==> src/scaf_cfg.svh <==
`ifndef SCAF_CFG_SVH
`define SCAF_CFG_SVH
// Register byte offsets
`define SCAF_OFF_CTRL    4'h0
`define SCAF_OFF_TXDATA  4'h4
`define SCAF_OFF_RXDATA  4'h8
`define SCAF_OFF_STATUS  4'hC
// Control field positions
`define SCAF_CTRL_AUTOPULL 0
`define SCAF_CTRL_AUTOPUSH 1
`define SCAF_CTRL_MRX      2
`define SCAF_CTRL_MTX      3
`define SCAF_CTRL_PULLTH   8
`define SCAF_CTRL_PUSHTH   16
`define SCAF_CTRL_RESTART  31
// Reset values and counts
`define SCAF_CTRL_RESET    32'h0000_0000
`define SCAF_HALF_DEPTH    4
`define SCAF_FULL_COUNT    6'h20
`define SCAF_ISR_RESET     6'h00
`define SCAF_OSR_RESET     6'h20
`endif

==> src/scaf_pkg.sv <==
package scaf_pkg;
   typedef enum logic [2:0] {
      SCAF_OP_NONE,
      SCAF_OP_OUT,
      SCAF_OP_IN,
      SCAF_OP_PULL,
      SCAF_OP_PUSH,
      SCAF_OP_MOV_OSR,
      SCAF_OP_MOV_ISR,
      SCAF_OP_OUT_ISR
   } scaf_op_t;
   typedef struct packed {
      scaf_op_t    op;
      logic [5:0]  count;
      logic        if_flag;
      logic [31:0] data;
      logic        side_valid;
      logic [4:0]  side_value;
   } scaf_instr_t;
   typedef struct packed {
      logic        rx_full;
      logic        rx_empty;
      logic        tx_full;
      logic        tx_empty;
   } scaf_flags_t;
   typedef struct packed {
      logic        stall;
      logic        out_valid;
      logic [31:0] out_data;
      logic        push_valid;
   } scaf_resp_t;
endpackage

==> src/scaf_core.sv <==
`timescale 1ns/10ps
`include "scaf_cfg.svh"
// Summary of operation
// - Unmerged: separate four-word transmit and receive queues.
// - Merge setting forms one eight-word queue in chosen direction.
// - Merged toward transmit: receive has no room, push stalls, flags full and empty.
// - Merged toward receive: transmit unavailable, flags full and empty.
// - Both merge bits: both queues unavailable.
// - Changing merge setting discards all queued words.
// - Two independent six-bit saturating shift counters.
// - Reset or restart: input counter zero, output counter thirty-two.
// - Output and input shifts add their bit counts.
// - Refill zeroes output counter; flush zeroes input counter.
// - Move into a shift register clears its counter.
// - Output shift into input register sets input counter to n.
// - Auto-refill on output shift reaching threshold, if a word is present.
// - Auto-flush on input shift reaching threshold pushes and clears register.
// - Thresholds compared every shift; separate enables for refill and flush.
// - Flush at threshold stalls if receive full, else pushes and zeroes.
// - Input shift with flush completes in one cycle unless stalled.
// - Thresholds 1 to 32; zero field means 32.
// - Conditional refill uses the auto-refill threshold.
// - Side value applied on every stalled cycle too.
// - Output shift with both empty stalls, loads, then shifts with refill.
// - Refill between shifts when counter at threshold and queue non-empty.
// - Never load empty register and shift it in one cycle.
// - With auto-refill, explicit refill is no-op when full, else refills, stalling while transmit queue empty.
module scaf_core (
   // Clock and reset
   input  wire logic               clk_i,
   input  wire logic               rst_i,
   // Wishbone slave
   input  wire logic               cyc_i,
   input  wire logic               stb_i,
   input  wire logic               we_i,
   input  wire logic [3:0]         adr_i,
   input  wire logic [3:0]         sel_i,
   input  wire logic [31:0]        dat_i,
   output logic      [31:0]        dat_o,
   output logic                    ack_o,
   // Machine side
   input  wire scaf_pkg::scaf_instr_t instr_i,
   input  wire logic               in_bit_data_valid_i,
   output scaf_pkg::scaf_resp_t    resp_o,
   output logic [4:0]              side_o,
   output logic [31:0]             isr_o,
   output scaf_pkg::scaf_flags_t   queue_level_flags_o
);
   localparam int QD = 2 * `SCAF_HALF_DEPTH;

   logic [31:0]  ctrl_q;
   logic [31:0]  mem_q [QD];
   logic [2:0]   tx_wp_q, tx_rp_q, rx_wp_q, rx_rp_q;
   logic [3:0]   tx_n_q, rx_n_q;
   logic [31:0]  osr_q, isr_q;
   logic [5:0]   osr_cnt_q, isr_cnt_q;
   logic [31:0]  rx_head;
   logic [31:0]  tx_head;

   wire merge_toward_receive  = ctrl_q[`SCAF_CTRL_MRX];
   wire merge_toward_transmit = ctrl_q[`SCAF_CTRL_MTX];
   wire autopull = ctrl_q[`SCAF_CTRL_AUTOPULL];
   wire autopush = ctrl_q[`SCAF_CTRL_AUTOPUSH];

   // Threshold field decode, zero encodes 32
   function automatic logic [5:0] thresh(input logic [4:0] f);
      return (f == 5'h00) ? `SCAF_FULL_COUNT : {1'b0, f};
   endfunction

   // Saturating add
   function automatic logic [5:0] sat_add(input logic [5:0] a, input logic [5:0] b);
      logic [6:0] s;
      s = {1'b0, a} + {1'b0, b};
      return (s > 7'h20) ? `SCAF_FULL_COUNT : s[5:0];
   endfunction

   wire [5:0] refill_threshold = thresh(ctrl_q[`SCAF_CTRL_PULLTH +: 5]);
   wire [5:0] flush_threshold  = thresh(ctrl_q[`SCAF_CTRL_PUSHTH +: 5]);

   // Effective capacity per direction
   logic [3:0] tx_cap, rx_cap;
   always_comb begin
      tx_cap = 4'h4;
      rx_cap = 4'h4;
      if (merge_toward_receive && merge_toward_transmit) begin
         tx_cap = 4'h0;
         rx_cap = 4'h0;
      end else if (merge_toward_transmit) begin
         tx_cap = 4'h8;
         rx_cap = 4'h0;
      end else if (merge_toward_receive) begin
         tx_cap = 4'h0;
         rx_cap = 4'h8;
      end
   end

   wire tx_empty = (tx_n_q == 4'h0);
   wire tx_full  = (tx_n_q == tx_cap);
   wire rx_empty = (rx_n_q == 4'h0);
   wire rx_full  = (rx_n_q == rx_cap);
   wire [2:0] tx_mask = (tx_cap == 4'h8) ? 3'h7 : 3'h3;
   wire [2:0] rx_mask = (rx_cap == 4'h8) ? 3'h7 : 3'h3;
   // Unmerged: tx uses entries 0-3, rx entries 4-7
   wire [2:0] tx_base = 3'h0;
   wire [2:0] rx_base = (rx_cap == 4'h8) ? 3'h0 : 3'h4;

   always_comb begin
      tx_head = mem_q[(tx_base + tx_rp_q) & 3'h7];
      rx_head = mem_q[(rx_base + rx_rp_q) & 3'h7];
   end

   // Bus decode
   wire bus_req   = cyc_i && stb_i && !ack_o;
   wire bus_wr    = bus_req && we_i && (sel_i == 4'hF);
   wire ctrl_wr   = bus_wr && (adr_i == `SCAF_OFF_CTRL);
   wire tx_wr     = bus_wr && (adr_i == `SCAF_OFF_TXDATA) && !tx_full;
   wire rx_rd     = bus_req && !we_i && (adr_i == `SCAF_OFF_RXDATA) && !rx_empty;
   wire merge_chg = ctrl_wr && (dat_i[`SCAF_CTRL_MTX:`SCAF_CTRL_MRX] !=
                                ctrl_q[`SCAF_CTRL_MTX:`SCAF_CTRL_MRX]);
   wire restart   = ctrl_wr && dat_i[`SCAF_CTRL_RESTART];

   // Machine-side decisions
   scaf_pkg::scaf_op_t op;
   logic tx_pop, rx_push, stall;
   logic [31:0] push_word;
   logic [31:0] isr_next;
   logic [5:0]  isr_cnt_next;
   always_comb begin
      op           = instr_i.op;
      tx_pop       = 1'b0;
      rx_push      = 1'b0;
      stall        = 1'b0;
      push_word    = isr_q;
      isr_next     = isr_q;
      isr_cnt_next = isr_cnt_q;
      unique case (op)
         scaf_pkg::SCAF_OP_OUT: begin
            if (autopull && osr_cnt_q >= refill_threshold) begin
               stall  = 1'b1;
               tx_pop = !tx_empty;
            end else if (autopull && sat_add(osr_cnt_q, instr_i.count) >= refill_threshold) begin
               tx_pop = !tx_empty;
            end
         end
         scaf_pkg::SCAF_OP_IN: begin
            isr_next     = (instr_i.count == 6'h20) ? instr_i.data
                           : ((isr_q << instr_i.count[4:0]) | (instr_i.data & ~(32'hFFFF_FFFF << instr_i.count[4:0])));
            isr_cnt_next = sat_add(isr_cnt_q, instr_i.count);
            if (autopush && isr_cnt_next >= flush_threshold) begin
               if (rx_full) begin
                  stall = 1'b1;
               end else begin
                  rx_push   = 1'b1;
                  push_word = isr_next;
               end
            end
         end
         scaf_pkg::SCAF_OP_PULL: begin
            if (autopull && osr_cnt_q < refill_threshold) begin
               stall = 1'b0;
            end else if (instr_i.if_flag && osr_cnt_q < refill_threshold) begin
               stall = 1'b0;
            end else begin
               tx_pop = !tx_empty;
               stall  = tx_empty;
            end
         end
         scaf_pkg::SCAF_OP_PUSH: begin
            rx_push = !rx_full;
            stall   = rx_full;
         end
         default: begin
            if (autopull && osr_cnt_q >= refill_threshold && !tx_empty && op != scaf_pkg::SCAF_OP_MOV_OSR) begin
               tx_pop = 1'b1;
            end
         end
      endcase
   end

   wire out_go = (op == scaf_pkg::SCAF_OP_OUT) && !stall;

   // Queue storage
   always_ff @(posedge clk_i) begin
      if (tx_wr) begin
         mem_q[(tx_base + tx_wp_q) & 3'h7] <= dat_i;
      end
      if (rx_push) begin
         mem_q[(rx_base + rx_wp_q) & 3'h7] <= push_word;
      end
   end

   // Queue pointers and levels
   always_ff @(posedge clk_i) begin
      if (rst_i || merge_chg) begin
         tx_wp_q <= 3'h0;
         tx_rp_q <= 3'h0;
         rx_wp_q <= 3'h0;
         rx_rp_q <= 3'h0;
         tx_n_q  <= 4'h0;
         rx_n_q  <= 4'h0;
      end else begin
         if (tx_wr) tx_wp_q <= (tx_wp_q + 3'h1) & tx_mask;
         if (tx_pop) tx_rp_q <= (tx_rp_q + 3'h1) & tx_mask;
         if (rx_push) rx_wp_q <= (rx_wp_q + 3'h1) & rx_mask;
         if (rx_rd) rx_rp_q <= (rx_rp_q + 3'h1) & rx_mask;
         tx_n_q <= tx_n_q + {3'h0, tx_wr} - {3'h0, tx_pop};
         rx_n_q <= rx_n_q + {3'h0, rx_push} - {3'h0, rx_rd};
      end
   end

   // Control register
   always_ff @(posedge clk_i) begin
      if (rst_i) begin
         ctrl_q <= `SCAF_CTRL_RESET;
      end else if (ctrl_wr) begin
         ctrl_q <= {1'b0, dat_i[30:0]};
      end
   end

   // Output shift register and counter
   always_ff @(posedge clk_i) begin
      if (rst_i || restart) begin
         osr_q     <= 32'h0000_0000;
         osr_cnt_q <= `SCAF_OSR_RESET;
      end else if (tx_pop) begin
         osr_q     <= tx_head;
         osr_cnt_q <= 6'h00;
      end else if (op == scaf_pkg::SCAF_OP_MOV_OSR) begin
         osr_q     <= instr_i.data;
         osr_cnt_q <= 6'h00;
      end else if (out_go) begin
         osr_q     <= (instr_i.count == 6'h20) ? 32'h0000_0000 : (osr_q >> instr_i.count[4:0]);
         osr_cnt_q <= sat_add(osr_cnt_q, instr_i.count);
      end
   end

   // Input shift register and counter
   always_ff @(posedge clk_i) begin
      if (rst_i || restart) begin
         isr_q     <= 32'h0000_0000;
         isr_cnt_q <= `SCAF_ISR_RESET;
      end else if (rx_push) begin
         isr_q     <= 32'h0000_0000;
         isr_cnt_q <= 6'h00;
      end else if (op == scaf_pkg::SCAF_OP_IN && in_bit_data_valid_i) begin
         isr_q     <= isr_next;
         isr_cnt_q <= isr_cnt_next;
      end else if (op == scaf_pkg::SCAF_OP_MOV_ISR) begin
         isr_q     <= instr_i.data;
         isr_cnt_q <= 6'h00;
      end else if (op == scaf_pkg::SCAF_OP_OUT_ISR && !stall) begin
         isr_q     <= instr_i.data;
         isr_cnt_q <= instr_i.count;
      end
   end

   // Machine outputs
   always_ff @(posedge clk_i) begin
      if (rst_i) begin
         resp_o              <= '0;
         side_o              <= 5'h00;
         isr_o               <= 32'h0000_0000;
         queue_level_flags_o <= '0;
      end else begin
         resp_o.stall      <= stall;
         resp_o.out_valid  <= out_go;
         resp_o.out_data   <= osr_q;
         resp_o.push_valid <= rx_push;
         if (instr_i.side_valid) side_o <= instr_i.side_value;
         isr_o             <= isr_q;
         queue_level_flags_o <= '{rx_full, rx_empty, tx_full, tx_empty};
      end
   end

   // Bus answer, one wait state
   always_ff @(posedge clk_i) begin
      if (rst_i) begin
         ack_o <= 1'b0;
         dat_o <= 32'h0000_0000;
      end else begin
         ack_o <= bus_req;
         if (bus_req && !we_i) begin
            unique case (adr_i)
               `SCAF_OFF_CTRL:   dat_o <= ctrl_q;
               `SCAF_OFF_RXDATA: dat_o <= rx_empty ? 32'h0000_0000 : rx_head;
               `SCAF_OFF_STATUS: dat_o <= {20'h0, isr_cnt_q[3:0] & 4'h0, 2'h0, osr_cnt_q[5:4] & 2'h0,
                                           rx_full, rx_empty, tx_full, tx_empty};
               default:          dat_o <= 32'h0000_0000;
            endcase
         end
      end
   end

   // Checks
   a_restart_counts: assert property (@(posedge clk_i) disable iff (rst_i)
      restart |=> (osr_cnt_q == 6'h20 && isr_cnt_q == 6'h00)) else $error("restart counts wrong");
   a_counter_sat: assert property (@(posedge clk_i) disable iff (rst_i)
      osr_cnt_q <= 6'h20 && isr_cnt_q <= 6'h20) else $error("counter above 32");
   a_merge_tx_flags: assert property (@(posedge clk_i) disable iff (rst_i)
      (merge_toward_receive && !merge_chg) |=> (queue_level_flags_o.tx_full && queue_level_flags_o.tx_empty))
      else $error("tx flags wrong when merged to rx");
   a_push_stall_rx: assert property (@(posedge clk_i) disable iff (rst_i)
      (merge_toward_transmit && op == scaf_pkg::SCAF_OP_PUSH) |-> stall) else $error("push not stalled");
   a_merge_flush: assert property (@(posedge clk_i) disable iff (rst_i)
      merge_chg |=> (tx_n_q == 4'h0 && rx_n_q == 4'h0)) else $error("queues not discarded");
   a_refill_zero: assert property (@(posedge clk_i) disable iff (rst_i)
      (tx_pop && !restart) |=> osr_cnt_q == 6'h00) else $error("refill did not zero");
   a_no_load_shift: assert property (@(posedge clk_i) disable iff (rst_i)
      (op == scaf_pkg::SCAF_OP_OUT && autopull && osr_cnt_q >= refill_threshold) |-> !out_go)
      else $error("shift of empty register");
   a_flush_full: assert property (@(posedge clk_i) disable iff (rst_i)
      (rx_push) |-> !rx_full) else $error("push into full queue");
   a_depth_cap: assert property (@(posedge clk_i) disable iff (rst_i)
      tx_n_q <= tx_cap && rx_n_q <= rx_cap) else $error("level over capacity");
endmodule

==> config.mk <==
export PLATFORM = sky130hd
export DESIGN_NAME = scaf_core
export DESIGN_NICKNAME = d
export VERILOG_FILES = /design/src/scaf_pkg.sv /design/src/scaf_core.sv
export VERILOG_INCLUDE_DIRS = /design/src
export SDC_FILE = /design/constraint.sdc
export NUM_CORES = 1
export LEC_CHECK = 0
export ABC_CLOCK_PERIOD_IN_PS = 11600
export BUFFER_PORTS_ARGS = -buffer_cell sky130_fd_sc_hd__buf_2
export CAP_MARGIN = 10
export CORE_ASPECT_RATIO = 1.4
export CORE_MARGIN = 4
export CORE_UTILIZATION = 45
export DETAILED_ROUTE_END_ITERATION = 10
export HOLD_SLACK_MARGIN = 0.15
export PLACE_DENSITY = 0.67
export SLEW_MARGIN = 10
export SYNTH_ARGS = -nofsm -noshare
export SYNTH_HDL_FRONTEND = slang
export SYNTH_SLANG_ARGS = --single-unit
export TNS_END_PERCENT = 30
==> constraint.sdc <==
create_clock -name clk_i -period 11.6 [get_ports clk_i]
set_input_delay 1.16 -clock clk_i [delete_from_list [all_inputs] [get_ports clk_i]]
set_output_delay 1.16 -clock clk_i [all_outputs]
set_load 0.02 [all_outputs]
==> flow_summary.toml <==
[place]
post_dp_cell_area_um2 = 30860
portBuffers = 202
gp_congestion = 1.022
hpwl_um = 74680

[worst_setup_path]
cp_max_fo = 42
rr_worst_depth = 16
regToRegSetupSlack_ns = 6.20
cp.arrival_ns = 6.53
cp-start-kind = "primary input"
crit_required_ns = 12.12
end_kind = "flip-flop"
worstReg2RegEnd = "mem_q[3][24]"
r2r-start = "isr_cnt_q[0]"
path_class = "in -> reg"

[power]
finalPower_mw = 4.229
p_leak_nw = 11.65
power_density_nw_per_um2 = 129.9
ir_drop_mv = 0.1142

[route]
first_pass_iters = 8
vias = 22960
drt-initial-drc-count = 2354
routedWlPerCell_um = 30.52
wl_met3_um = 8463
wl_met2_um = 51380
finalWirelength_um = 107100
top_layer_used = "met5"
remaining_drc_errors = 0
wl_met1_um = 38030
avgViaCountPerCell = 6.540
antenna_left = 0

[synth]
ys_seq_area_frac = 0.4262
syn_nets = 2666
yosys_most_used_dff = "edfxtp_1"
synth-seq-cells = 495
netlist-cell-type-count = 89
ys_async_sr_fraction = 0
synth-edff-count = 256
syn-instance-count = 2524
synth_warnings = 0
avgSynthCellArea_um2 = 11.59
syn_area_um2 = 29270

[timing]
hold_viol = 0
rsz0062_at_grt = "false"
clock_skew_ns = 0.03182
slew_headroom = 0.2181
setup_viol = 0
fin_tns_setup_ns = 0
worstMarginPinSlew_ns = 1.169
period_needed_ns = 6.010
finalCritPeriodShare = 0.5181
hold_ws_ns = 0.4546
drv_slew = 0
fmax_mhz = 166.4

[floorplanning]
fp.dieArea_um2 = 69240
core_area_um2 = 64410
rows = 110
initial_core_util = 0.4544
die_height_um = 309.7
die_w_um = 223.5
io_pins = 203

[clock_tree]
path_clk_slew_ns = 0.07
cts_setup_buffers = 0
clock-sinks = 495
clockBufferDepth = 3
cts_resized = 0
clock_latency_ns = 0.64
cts_tree = "built"
htreeDepth = 2
ctsHoldBuffers = 0
cts_buffers = 50
cts_root_buffer = "clkbuf_16"

[global_routing]
gr-total-overflow = 0
grt_antenna_before_repair = 3
grt_max_degree = 67
grt_pass1_vias = 23370
grt_pass1_wl_um = 155400
grt_usage = 0.3008

[finish]
layout_common_cells = "315 x mux2_2, 256 x edfxtp_1, 244 x nand2_1"
layout_commonest_cell = "mux2_2"
finish.instance_area_um2 = 32550
drive_gt1_frac = 0.3327
final_nets = 2769
syn2layout_area_growth_pct = 11.21

[status]
status = "finished clean"

[min_path]
min_to = "ctrl_q[22]"
hold_depth = 2
hold_path.class = "reg -> reg"
hp-start = "ctrl_q[22]"

[job]
max-cap-violations = 0
-- registers in the layout (all words and copies together) (netlist names), 31 cells and up, named ones only --
signal / flops
resp_o: 35
mem_q: 256
isr_o: 32
ctrl_q: 31
dat_o: 32
osr_q: 32
isr_q: 32
-- per-layer routing --
| layer | vias up | track usage |
|---|---|---|
| li1 | 9825 | - |
| met1 | 11460 | 0.3525 |
| met2 | 1288 | 0.5066 |
| met3 | 379 | 0.04836 |
| met4 | 2 | 0.2102 |
| met5 | - | 0 |
-- stage by stage --
stage | instances | util | setup WS [ns]
after floorplan | 2524 | - | 5.562
after global placement | 3415 | 0.4790 | 4.979
after detailed placement | 3415 | 0.4790 | 4.918
after CTS | 3509 | 0.5052 | 5.576
after global routing | 3509 | 0.5052 | 5.181
final | 3510 | 0.5053 | 5.590
-- worst max-delay path by stage --
| stage | startpoint | endpoint | slack, ns | cells past startpoint |
|---|---|---|---|---|
| CTS | instr_i[40] | tx_n_q[2] | 5.58 | 26 |
| floorplan | instr_i[40] | tx_n_q[2] | 5.56 | 26 |
| global route | instr_i[40] | tx_n_q[2] | 5.18 | 26 |
| detailed placement | instr_i[40] | tx_n_q[2] | 4.92 | 26 |
| global placement | instr_i[40] | tx_n_q[2] | 4.98 | 26 |
| finish | instr_i[40] | tx_n_q[2] | 5.59 | 26 |
-- worst max-delay path, cell delays in order --
cell and delay (ns):
buf_2 0.17, inv_2 0.65, fa_1 0.36, nor2b_1 0.07, o31a_1 0.25, o21ai_0 0.15, nand2b_1 0.10, nor2_1 0.24
inv_1 0.16, nor2_1 0.14, ha_1 0.25, a21oi_1 0.14, o21ai_0 0.09, nand4_1 0.10, a41oi_1 0.18, o21ai_4 0.17
buf_4 0.47, inv_1 0.12, buf_4 0.30, ha_1 0.33, inv_1 0.05, ha_1 0.17, inv_1 0.06, fa_1 0.40
xor2_1 0.17, nor2_1 0.05
-- kinds of logic (layout without fill, tap and decap cells) --
kind of cell	after synthesis	after routing	synth area share
and+or+nand+nor	633	633	0.1020
muxes	596	596	0.2973
DFF	495	495	0.4262
AOI/OAI and AO/OA	489	489	0.1083
buffers and inverters	244	389	0.03899
adders and majority gates	48	48	0.02155
xor gates and xnor gates	19	19	0.005686
other	0	1	0
-- report_power, final --
| part | switching, mW | internal [mW] |
|---|---|---|
| clock network | 0.747 | 0.939 |
| registers | 0.0693 | 1.88 |
| logic | 0.354 | 0.236 |
| total | 1.17 | 3.06 |
-- cell type report --
| type | instances | area [um2] |
|---|---|---|
| sequential | 495 | 12480 |
| inverter | 44 | 165.2 |
| antenna | 1 | 2.502 |
| clock inverter | 30 | 311.5 |
| clock buffer | 64 | 1375 |
| tap | 840 | 1051 |
| timing repair buffer | 251 | 1390 |
| multi-input combinational | 1785 | 15770 |
| fill | 5676 | 31870 |
-- synthesized netlist by cell type, types with 5 or more instances --
cell type  count  area share
nor2b_1       81       0.017
xor2_1        10      0.0030
o21a_1         5      0.0013
nor3_1        25      0.0043
mux4_1         5      0.0045
buf_1         19      0.0024
a22o_1         8      0.0024
nand3b_1       6      0.0015
o22ai_1       18      0.0038
o21ai_0      102       0.017
a21oi_1      146       0.025
a221oi_1      13      0.0039
o211ai_1       9      0.0023
or2_2         10      0.0021
a211oi_1      44       0.011
nand4_1        5      0.0011
and3_1        17      0.0036
nor2_1       155       0.020
inv_1         41      0.0053
mux4_2       177        0.14
o21bai_1       7      0.0018
nand2_1      245       0.031
mux2_2       315        0.12
a211o_1        6      0.0018
ha_1          44       0.019
and2_1        14      0.0030
nand2b_1      15      0.0032
a221o_1        6      0.0021
nand3_1       31      0.0053
nor3b_1        5      0.0013
clkbuf_1     112       0.014
mux2i_1       90       0.031
mux2_4         9      0.0046
o31ai_1        6      0.0015
edfxtp_1     256        0.26
dfxtp_1      239        0.16
o221ai_1       8      0.0024
buf_4          6      0.0015
a22oi_1       53       0.014
a21o_1         8      0.0021
buf_2         45      0.0077
xnor2_1        9      0.0027
buf_6         15      0.0058
a31oi_1        5      0.0011
No activity file was read; power rests on OpenSTA's default activity.
